<file path="src/pkg/rbms_pkg.sv">
// Constants and types for the reset and boot clock mode select block
package rbms_pkg;
    localparam int unsigned CLK_HZ          = 100_000_000;
    localparam int unsigned RST_IN_MIN_CYC  = 8;
    localparam int unsigned RST_OUT_CYC     = 1024;
    localparam int unsigned CNT_W           = 11;
    localparam logic [1:0]  SEL_BYP_EXT     = 2'h0;
    localparam logic [1:0]  SEL_BYP_CRYSTAL = 2'h1;
    localparam logic [1:0]  SEL_PLL_EXT     = 2'h2;
    localparam logic [1:0]  SEL_PLL_CRYSTAL = 2'h3;
    localparam logic [2:0]  PREDIV_RESET    = 3'h0;
    localparam int unsigned PLL_REF_MIN_HZ  = 2_000_000;
    localparam int unsigned PLL_REF_MAX_HZ  = 10_000_000;
    localparam logic [2:0]  SYNC_RESET      = 3'h7;

    typedef enum logic [1:0] {
        RBMS_SRC_EXT     = 2'h0,
        RBMS_SRC_OSC     = 2'h1,
        RBMS_SRC_CRYSTAL = 2'h2
    } rbms_src_t;

    typedef enum logic [2:0] {
        RBMS_ST_RESET   = 3'b001,
        RBMS_ST_STRETCH = 3'b010,
        RBMS_ST_RUN     = 3'b100
    } rbms_state_t;
endpackage

</file>
<file path="src/core/rbms_top.sv">
// Reset qualification, reset stretch, boot clock mode decode and flash programming entry
//
// Design decisions made here: the APB register port and the register offsets.
`timescale 1ns/1ps
module rbms_top (
    input  wire logic              pclk,
    input  wire logic              presetn,
    input  wire logic              reset_in_n,
    input  wire logic [1:0]        clock_boot_select,
    input  wire logic              crystal_drive_pin_in,
    output logic                   crystal_drive_pin_out,
    output logic                   crystal_drive_pin_oe,
    input  wire logic              flash_program_request_n,
    input  wire logic              test_mode,
    output logic                   system_clock_out,
    output logic                   reset_out_n,
    output logic                   core_reset_n,
    output logic                   pll_enable,
    output rbms_pkg::rbms_src_t    clock_source,
    output logic [2:0]             pll_prediv_field,
    output logic                   boot_mode_reserved,
    output logic                   flash_program_mode,
    output logic                   serial_port_flash_grant,
    input  wire logic              psel,
    input  wire logic              penable,
    input  wire logic              pwrite,
    input  wire logic [11:0]       paddr,
    input  wire logic [31:0]       pwdata,
    output logic [31:0]            prdata,
    output logic                   pready,
    output logic                   pslverr
);
    import rbms_pkg::*;

    localparam logic [11:0] ADDR_STATUS  = 12'h000;
    localparam logic [11:0] ADDR_PREDIV  = 12'h004;

    // Three-stage synchroniser on the pins; stages 2 and 3 must agree
    logic [2:0] rst_sync;
    logic       rst_q;
    logic [2:0] next_rst_sync;
    logic       next_rst_q;

    always_comb begin
        next_rst_sync = {rst_sync[1:0], reset_in_n};
        next_rst_q    = rst_q;
        if (rst_sync[2] == rst_sync[1]) begin
            next_rst_q = rst_sync[2];
        end
    end

    always_ff @(posedge pclk or negedge presetn) begin
        if (!presetn) begin
            rst_sync <= SYNC_RESET;
            rst_q    <= 1'b1;
        end else begin
            rst_sync <= next_rst_sync;
            rst_q    <= next_rst_q;
        end
    end

    // Mode straps pass the same synchroniser shape
    logic [1:0] sel_s1, sel_s2, sel_s3, sel_q;
    logic       cry_s1, cry_s2, cry_s3, cry_q;
    logic       req_s1, req_s2, req_s3, req_q;
    logic       tst_s1, tst_s2, tst_s3, tst_q;
    logic [1:0] next_sel_q;
    logic       next_cry_q, next_req_q, next_tst_q;

    always_comb begin
        next_sel_q  = (sel_s2 == sel_s3) ? sel_s3 : sel_q;
        next_cry_q  = (cry_s2 == cry_s3) ? cry_s3 : cry_q;
        next_req_q  = (req_s2 == req_s3) ? req_s3 : req_q;
        next_tst_q  = (tst_s2 == tst_s3) ? tst_s3 : tst_q;
    end

    always_ff @(posedge pclk or negedge presetn) begin
        if (!presetn) begin
            sel_s1  <= 2'h0;
            sel_s2  <= 2'h0;
            sel_s3  <= 2'h0;
            sel_q   <= 2'h0;
            cry_s1  <= 1'b0;
            cry_s2  <= 1'b0;
            cry_s3  <= 1'b0;
            cry_q   <= 1'b0;
            req_s1  <= 1'b1;
            req_s2  <= 1'b1;
            req_s3  <= 1'b1;
            req_q   <= 1'b1;
            tst_s1  <= 1'b0;
            tst_s2  <= 1'b0;
            tst_s3  <= 1'b0;
            tst_q   <= 1'b0;
        end else begin
            sel_s1  <= clock_boot_select;
            sel_s2  <= sel_s1;
            sel_s3  <= sel_s2;
            sel_q   <= next_sel_q;
            cry_s1  <= crystal_drive_pin_in;
            cry_s2  <= cry_s1;
            cry_s3  <= cry_s2;
            cry_q   <= next_cry_q;
            req_s1  <= flash_program_request_n;
            req_s2  <= req_s1;
            req_s3  <= req_s2;
            req_q   <= next_req_q;
            tst_s1  <= test_mode;
            tst_s2  <= tst_s1;
            tst_s3  <= tst_s2;
            tst_q   <= next_tst_q;
        end
    end

    // Low-time qualifier: glitches shorter than the minimum never reset the core
    logic [3:0]  low_cnt;
    logic [3:0]  next_low_cnt;
    logic        qual_rst;
    logic        next_qual_rst;
    rbms_state_t state;
    rbms_state_t next_state;
    logic [CNT_W-1:0] str_cnt;
    logic [CNT_W-1:0] next_str_cnt;
    logic        str_cnt_done;

    always_comb begin
        next_low_cnt  = low_cnt;
        next_qual_rst = qual_rst;
        if (rst_q) begin
            next_low_cnt  = 4'h0;
            next_qual_rst = 1'b0;
        end else if (low_cnt < 4'(RST_IN_MIN_CYC - 1)) begin
            next_low_cnt = low_cnt + 4'h1;
        end else begin
            next_qual_rst = 1'b1;
        end
    end

    assign str_cnt_done = (str_cnt == CNT_W'(RST_OUT_CYC - 1));

    always_comb begin
        next_state   = state;
        next_str_cnt = str_cnt;
        case (state)
            RBMS_ST_RESET: begin
                next_str_cnt = '0;
                if (!qual_rst) begin
                    next_state = RBMS_ST_STRETCH;
                end
            end
            RBMS_ST_STRETCH: begin
                if (qual_rst) begin
                    next_state   = RBMS_ST_RESET;
                    next_str_cnt = '0;
                end else if (str_cnt_done) begin
                    next_state = RBMS_ST_RUN;
                end else begin
                    next_str_cnt = str_cnt + CNT_W'(1);
                end
            end
            RBMS_ST_RUN: begin
                if (qual_rst) begin
                    next_state = RBMS_ST_RESET;
                end
            end
            default: begin
                next_state   = RBMS_ST_RESET;
                next_str_cnt = '0;
            end
        endcase
    end

    always_ff @(posedge pclk or negedge presetn) begin
        if (!presetn) begin
            low_cnt  <= 4'h0;
            qual_rst <= 1'b1;
            state    <= RBMS_ST_RESET;
            str_cnt  <= '0;
        end else begin
            low_cnt  <= next_low_cnt;
            qual_rst <= next_qual_rst;
            state    <= next_state;
            str_cnt  <= next_str_cnt;
        end
    end

    // Core reset falls the cycle the qualifier fires; reset out covers the stretch too
    assign core_reset_n = !qual_rst && (state != RBMS_ST_RESET);
    assign reset_out_n  = (state == RBMS_ST_RUN);

    // Mode capture: tracks straps while in reset, frozen from release onward
    logic [1:0] mode_sel;
    logic       mode_cry;
    logic       mode_prog;
    logic [1:0] next_mode_sel;
    logic       next_mode_cry;
    logic       next_mode_prog;
    logic [2:0] prediv;
    logic [2:0] next_prediv;
    logic       in_reset;

    assign in_reset = (state == RBMS_ST_RESET);

    always_comb begin
        next_mode_sel  = mode_sel;
        next_mode_cry  = mode_cry;
        next_mode_prog = mode_prog;
        if (in_reset) begin
            next_mode_sel  = sel_q;
            next_mode_cry  = sel_q[0] ? 1'b0 : cry_q;
            next_mode_prog = !req_q && !tst_q;
        end
    end

    // Software may reprogram the pre-divider once out of reset
    always_comb begin
        next_prediv = prediv;
        if (in_reset) begin
            next_prediv = PREDIV_RESET;
        end else if (psel && penable && pwrite && paddr == ADDR_PREDIV) begin
            next_prediv = pwdata[2:0];
        end
    end

    always_ff @(posedge pclk or negedge presetn) begin
        if (!presetn) begin
            mode_sel  <= 2'h0;
            mode_cry  <= 1'b0;
            mode_prog <= 1'b0;
            prediv    <= PREDIV_RESET;
        end else begin
            mode_sel  <= next_mode_sel;
            mode_cry  <= next_mode_cry;
            mode_prog <= next_mode_prog;
            prediv    <= next_prediv;
        end
    end

    // Decode of the frozen straps
    always_comb begin
        pll_enable         = 1'b0;
        clock_source       = RBMS_SRC_EXT;
        boot_mode_reserved = 1'b0;
        case (mode_sel)
            SEL_BYP_EXT: begin
                clock_source = mode_cry ? RBMS_SRC_OSC : RBMS_SRC_EXT;
            end
            SEL_BYP_CRYSTAL: begin
                clock_source = RBMS_SRC_CRYSTAL;
            end
            SEL_PLL_EXT: begin
                pll_enable         = 1'b1;
                clock_source       = RBMS_SRC_EXT;
                // Reserved strap: PLL stays on external reference, flagged only
                boot_mode_reserved = mode_cry;
            end
            SEL_PLL_CRYSTAL: begin
                pll_enable   = 1'b1;
                clock_source = RBMS_SRC_CRYSTAL;
            end
            default: begin
                pll_enable = 1'b0;
            end
        endcase
    end

    // Pin is an oscillator drive only when the low select bit is set
    assign crystal_drive_pin_oe  = sel_q[0];
    assign crystal_drive_pin_out = 1'b0;

    // Clock gating cells belong in the clock tree; here the clock is forwarded as is
    assign system_clock_out = pclk;

    assign pll_prediv_field        = prediv;
    assign flash_program_mode      = mode_prog && !in_reset;
    assign serial_port_flash_grant = flash_program_mode;

    // APB slave, zero wait states; read data is latched in the setup cycle so that
    // it comes from a flop and stands through the whole access phase
    logic [31:0] rd_word;
    logic [31:0] next_prdata;

    always_comb begin
        rd_word = 32'h0000_0000;
        pslverr = 1'b0;
        case (paddr)
            ADDR_STATUS: begin
                rd_word = {23'h0, boot_mode_reserved, flash_program_mode, pll_enable,
                           clock_source, mode_sel, mode_cry, reset_out_n};
            end
            ADDR_PREDIV: begin
                rd_word = {29'h0, prediv};
            end
            default: begin
                pslverr = psel && penable;
            end
        endcase
        next_prdata = prdata;
        if (psel && !penable) begin
            next_prdata = rd_word;
        end
    end

    always_ff @(posedge pclk or negedge presetn) begin
        if (!presetn) begin
            prdata <= 32'h0000_0000;
        end else begin
            prdata <= next_prdata;
        end
    end
    assign pready = 1'b1;
endmodule // rbms_top

</file>
<file path="config.mk">
export PLATFORM = sky130hd
export DESIGN_NAME = rbms_top
export DESIGN_NICKNAME = d
export VERILOG_FILES = /design/src/pkg/rbms_pkg.sv /design/src/core/rbms_top.sv
export SDC_FILE = /design/constraint.sdc
export NUM_CORES = 1
export LEC_CHECK = 0
export BUFFER_PORTS_ARGS = -buffer_cell sky130_fd_sc_hd__buf_2
export CORE_AREA = 2 2 74 129
export DETAILED_ROUTE_END_ITERATION = 8
export DIE_AREA = 0 0 76 131
export PLACE_DENSITY = 0.58
export SYNTH_ARGS = -nofsm -noshare
export SYNTH_HDL_FRONTEND = slang
export SYNTH_SLANG_ARGS = --single-unit
</file>
<file path="constraint.sdc">
create_clock -name pclk -period 5.4 [get_ports pclk]
set_clock_uncertainty 0.15 [all_clocks]
set_input_delay 0.54 -clock pclk [delete_from_list [all_inputs] [get_ports pclk]]
set_output_delay 0.54 -clock pclk [all_outputs]
set_load 0.01 [all_outputs]
</file>
---- Yosys cells after proc, flatten, opt, wreduce, memory -nomap -nowiden ----
Index checks and enable logic that the tools add are counted.
storage, ports and cells
  flip-flop bits (word level) ............. 82
  input bits .............................. 55
operators by class
  add/sub/neg operators ................... 2
  $lt $le $gt $ge ......................... 1
  equal/unequal tests ..................... 19
  multiplexer cells ....................... 21
  bitwise gates (word level) .............. 1
  reduce and logical (&&, ||, !) cells .... 21
operator list
  operator                                            number
  two-way mux 11 bit                                  2
  one-hot mux 11 bit (2 select lines)                 1
  two-way mux 3 bit                                   6
  one-hot mux 9 bit (2 select lines)                  1
  == test 12 x 3 -> 1 bit, second input constant      1
  logical NOT 12 bit                                  1
  adder 11 x 1 -> 11 bit, second input constant       1
  == test 11 x 10 -> 1 bit, second input constant     1
  one-hot mux 3 bit (3 select lines)                  1
  two-way mux 4 bit                                   2
  logical AND 1 bit                                   7
  two-way mux 1 bit                                   7
  inequality test 3 bit, second input constant        2
  one-hot mux 2 bit (3 select lines)                  1
  OR reduction 2 bit                                  3
  logical NOT 1 bit                                   5
  adder 4 x 1 -> 4 bit, second input constant         1
  == test 1 bit                                       4
  == test 2 bit, second input constant                2
  < comparator 4 x 3 -> 1 bit, second input constant  1
  inequality test 2 bit, second input constant        2
  nonzero test 2 bit                                  2
  == test 3 x 1 -> 1 bit, second input constant       1
  == test 3 x 2 -> 1 bit, second input constant       1
  other kinds (9)                                     9

---- Longest topological paths before layout ----
  depth in word-level cells ............... 5
  mapped depth ............................ 6
  gate-level depth less buffers ........... 5

==> metrics <==
post-route core utilization=0.362; Synth cell types=48; aggregate negative setup slack=0 ps; global-route wire length before repair=8290 µm; kind of critical path=clk2out; Max Cap Viol=0; RSZ-0062 raised after global routing=false; Netlist Area Pre-Place=0.00261 mm²; Final nets=340; die height=131 µm; mux cell area share after synthesis=0.0201; WP data arrival=3070 ps; main combinational cell family by area after synthesis=simple AND/OR/NAND/NOR gates; P per Cell Area=439 mW/mm²; dpl hpwl=3470 µm; largest net degree at the start of global routing=60; Synth Warn #=0; hold buffers post-CTS=0; Routed Antenna Nets=0; initial antenna violation count=0; Die Area=0.00996 mm²; VDD IR max=0.197 mV; fillers=901; top post-synthesis cells by area=dfrtp_1, dfstp_2, buf_4; Initial Util=0.292; Pins Over Slew Limit=0; Crit. End Element=output pin; grt ovf=0; drt wl/cell=12.4 µm; post-synthesis sequential area ratio=0.571; CP Launch Type=clock port; LEAKAGE=1.51 nW; Via density=4.47; Clock Latency Late Sink=430 ps; Avg Cell Area, Syn=11.2 µm²; share of layout cells above drive strength 1=0.288; GPL Wtd Cong=0.765; Yosys top cell by area=dfrtp_1; synthesis-stage register bit count=59; post-synthesis compound-gate area fraction=0.115; top-level port count=103; Hold Vio Cnt, Final=0; worst hold path class=in2reg; Post-synth EDFFs=0; TritonCTS clock tree=done; area share of the largest cell type after synthesis=0.470; Worst Path Max Fanout=2; Rel. slew slack=0.492; worst slew pin tran=763 ps; Die X-Extent=76 µm; outcome=finished clean; Main synth FF type=dfrtp_1; Critical Path RT=4710 ps; row count=46; synthesized netlist cell count=232; drt first pass iters=4; XOR/XNOR share of the synthesized area=0.0134; Post-CTS Setup Bufs=0; DRC=0; ys async rst share=1.00; antenna diode count=0; number of global-route vias before repair=1814; adder-cell share of the synthesized area=0.0249; Reg clk slew, reported paths=50 ps; DR iter-0 viols=93; Placeable Area=0.00892 mm²; Detailed Route WL=5050 µm; endpoints failing setup=0; PortBufs=48; Tot GR Track Use=0.112; Area Overhead vs Synth=23.9%; DR vias=1822; Synth Area in Simple Gates=0.153; # resized after CTS=0
[layer usage]
metal | share of wire | routed length, µm | track usage
met5 | 0 | 0 | 0
met2 | 0.51 | 2590 | 0.186
met1 | 0.40 | 2000 | 0.111
met3 | 0.063 | 320 | 0.0405
met4 | 0.029 | 144 | 0.103
[state kept, by name (all words and copies together) (netlist names), 2 cells and up]
signal	cells
sel_s3	2
low_cnt	4
rst_sync	3
mode_sel	2
sel_q	2
sel_s1	2
prdata	9
state	3
str_cnt	11
sel_s2	2
pll_prediv_field	3
[metrics by stage]
stage | instances | worst slack (ps) | hold WS (ps) | instance area [µm²] | power [mW]
global placement | 389 | 1900 | 184 | 2850 | 0.744
CTS | 408 | 1630 | 38.4 | 3230 | 1.45
detailed placement | 389 | 1900 | 185 | 2850 | 0.750
floorplan | 255 | 1890 | 94.4 | 2700 | 0.699
finish | 408 | 1640 | 53.3 | 3230 | 1.42
global route | 408 | 1630 | 33.7 | 3230 | 1.50
[Yosys cell counts (5+ instances only)]
cell type and n:
buf_4 27, clkbuf_1 5, dfrtp_1 49, nand2_1 13, a22o_1 6, nor2_1 10
dfstp_2 10, a21oi_1 17, nand3_1 10, o21ai_0 5, nand2b_1 5, o21ai_1 9
[kinds of logic (layout without fill, tap and decap cells)]
| family | count (synthesis) | after routing |
|---|---|---|
| AND/OR/NAND/NOR | 68 | 68 |
| flip-flops | 59 | 59 |
| AO/OA/AOI/OAI | 49 | 49 |
| buffers and inverters | 39 | 72 |
| adder cells (fa/ha/maj) | 6 | 6 |
| multiplexers | 5 | 5 |
| XOR/XNOR | 4 | 4 |
| other | 2 | 25 |
[path summary, 6_finish.rpt]
kind | start | to | slack (ps) | cells past startpoint
worst max-delay path | pclk | system_clock_out | 1640 | 3
max in group asynchronous | presetn | sel_s3[1] | 4480 | 2
worst min register to register | sel_s1[0] | sel_s2[0] | 190 | 0
min in group asynchronous | presetn | str_cnt[4] | 110 | 2
worst max register to register | str_cnt[0] | str_cnt[4] | 3330 | 5
worst min-delay path | flash_program_request_n | req_s1 | 50 | 1
[power breakdown]
| group | switching [mW] | internal, mW |
|---|---|---|
| Clock | 0.214 | 0.480 |
| Sequential | 0.0444 | 0.493 |
| Combinational | 0.110 | 0.0786 |
[cells in the final DEF, fill, tap and decap left out, types with 5 or more instances in the layout]
cell type   n
nand3_1    10
buf_2      48
o21ai_0     5
nor2_1     10
nand2_1    13
a22o_1      6
clkbuf_16  12
nand2b_1    5
dfstp_2    10
dfrtp_1    49
a21oi_1    17
o21ai_1     9
conb_1     25
[area by class of cell]
class,count,area (µm²),share of cell area
multi-input combinational,157,946,0.293
tap,120,150,0.0465
clock inverter,4,50.0,0.0155
sequential,59,1490,0.461
inverter,4,17.5,0.00542
clock buffer,16,337,0.104
timing repair buffer,48,243,0.0751
[critical path, cell delays in order]
cell and delay, ps:
clkbuf_16 120, clkbuf_16 120, buf_2 130
Note: power is estimated with default switching activity, not from simulation.
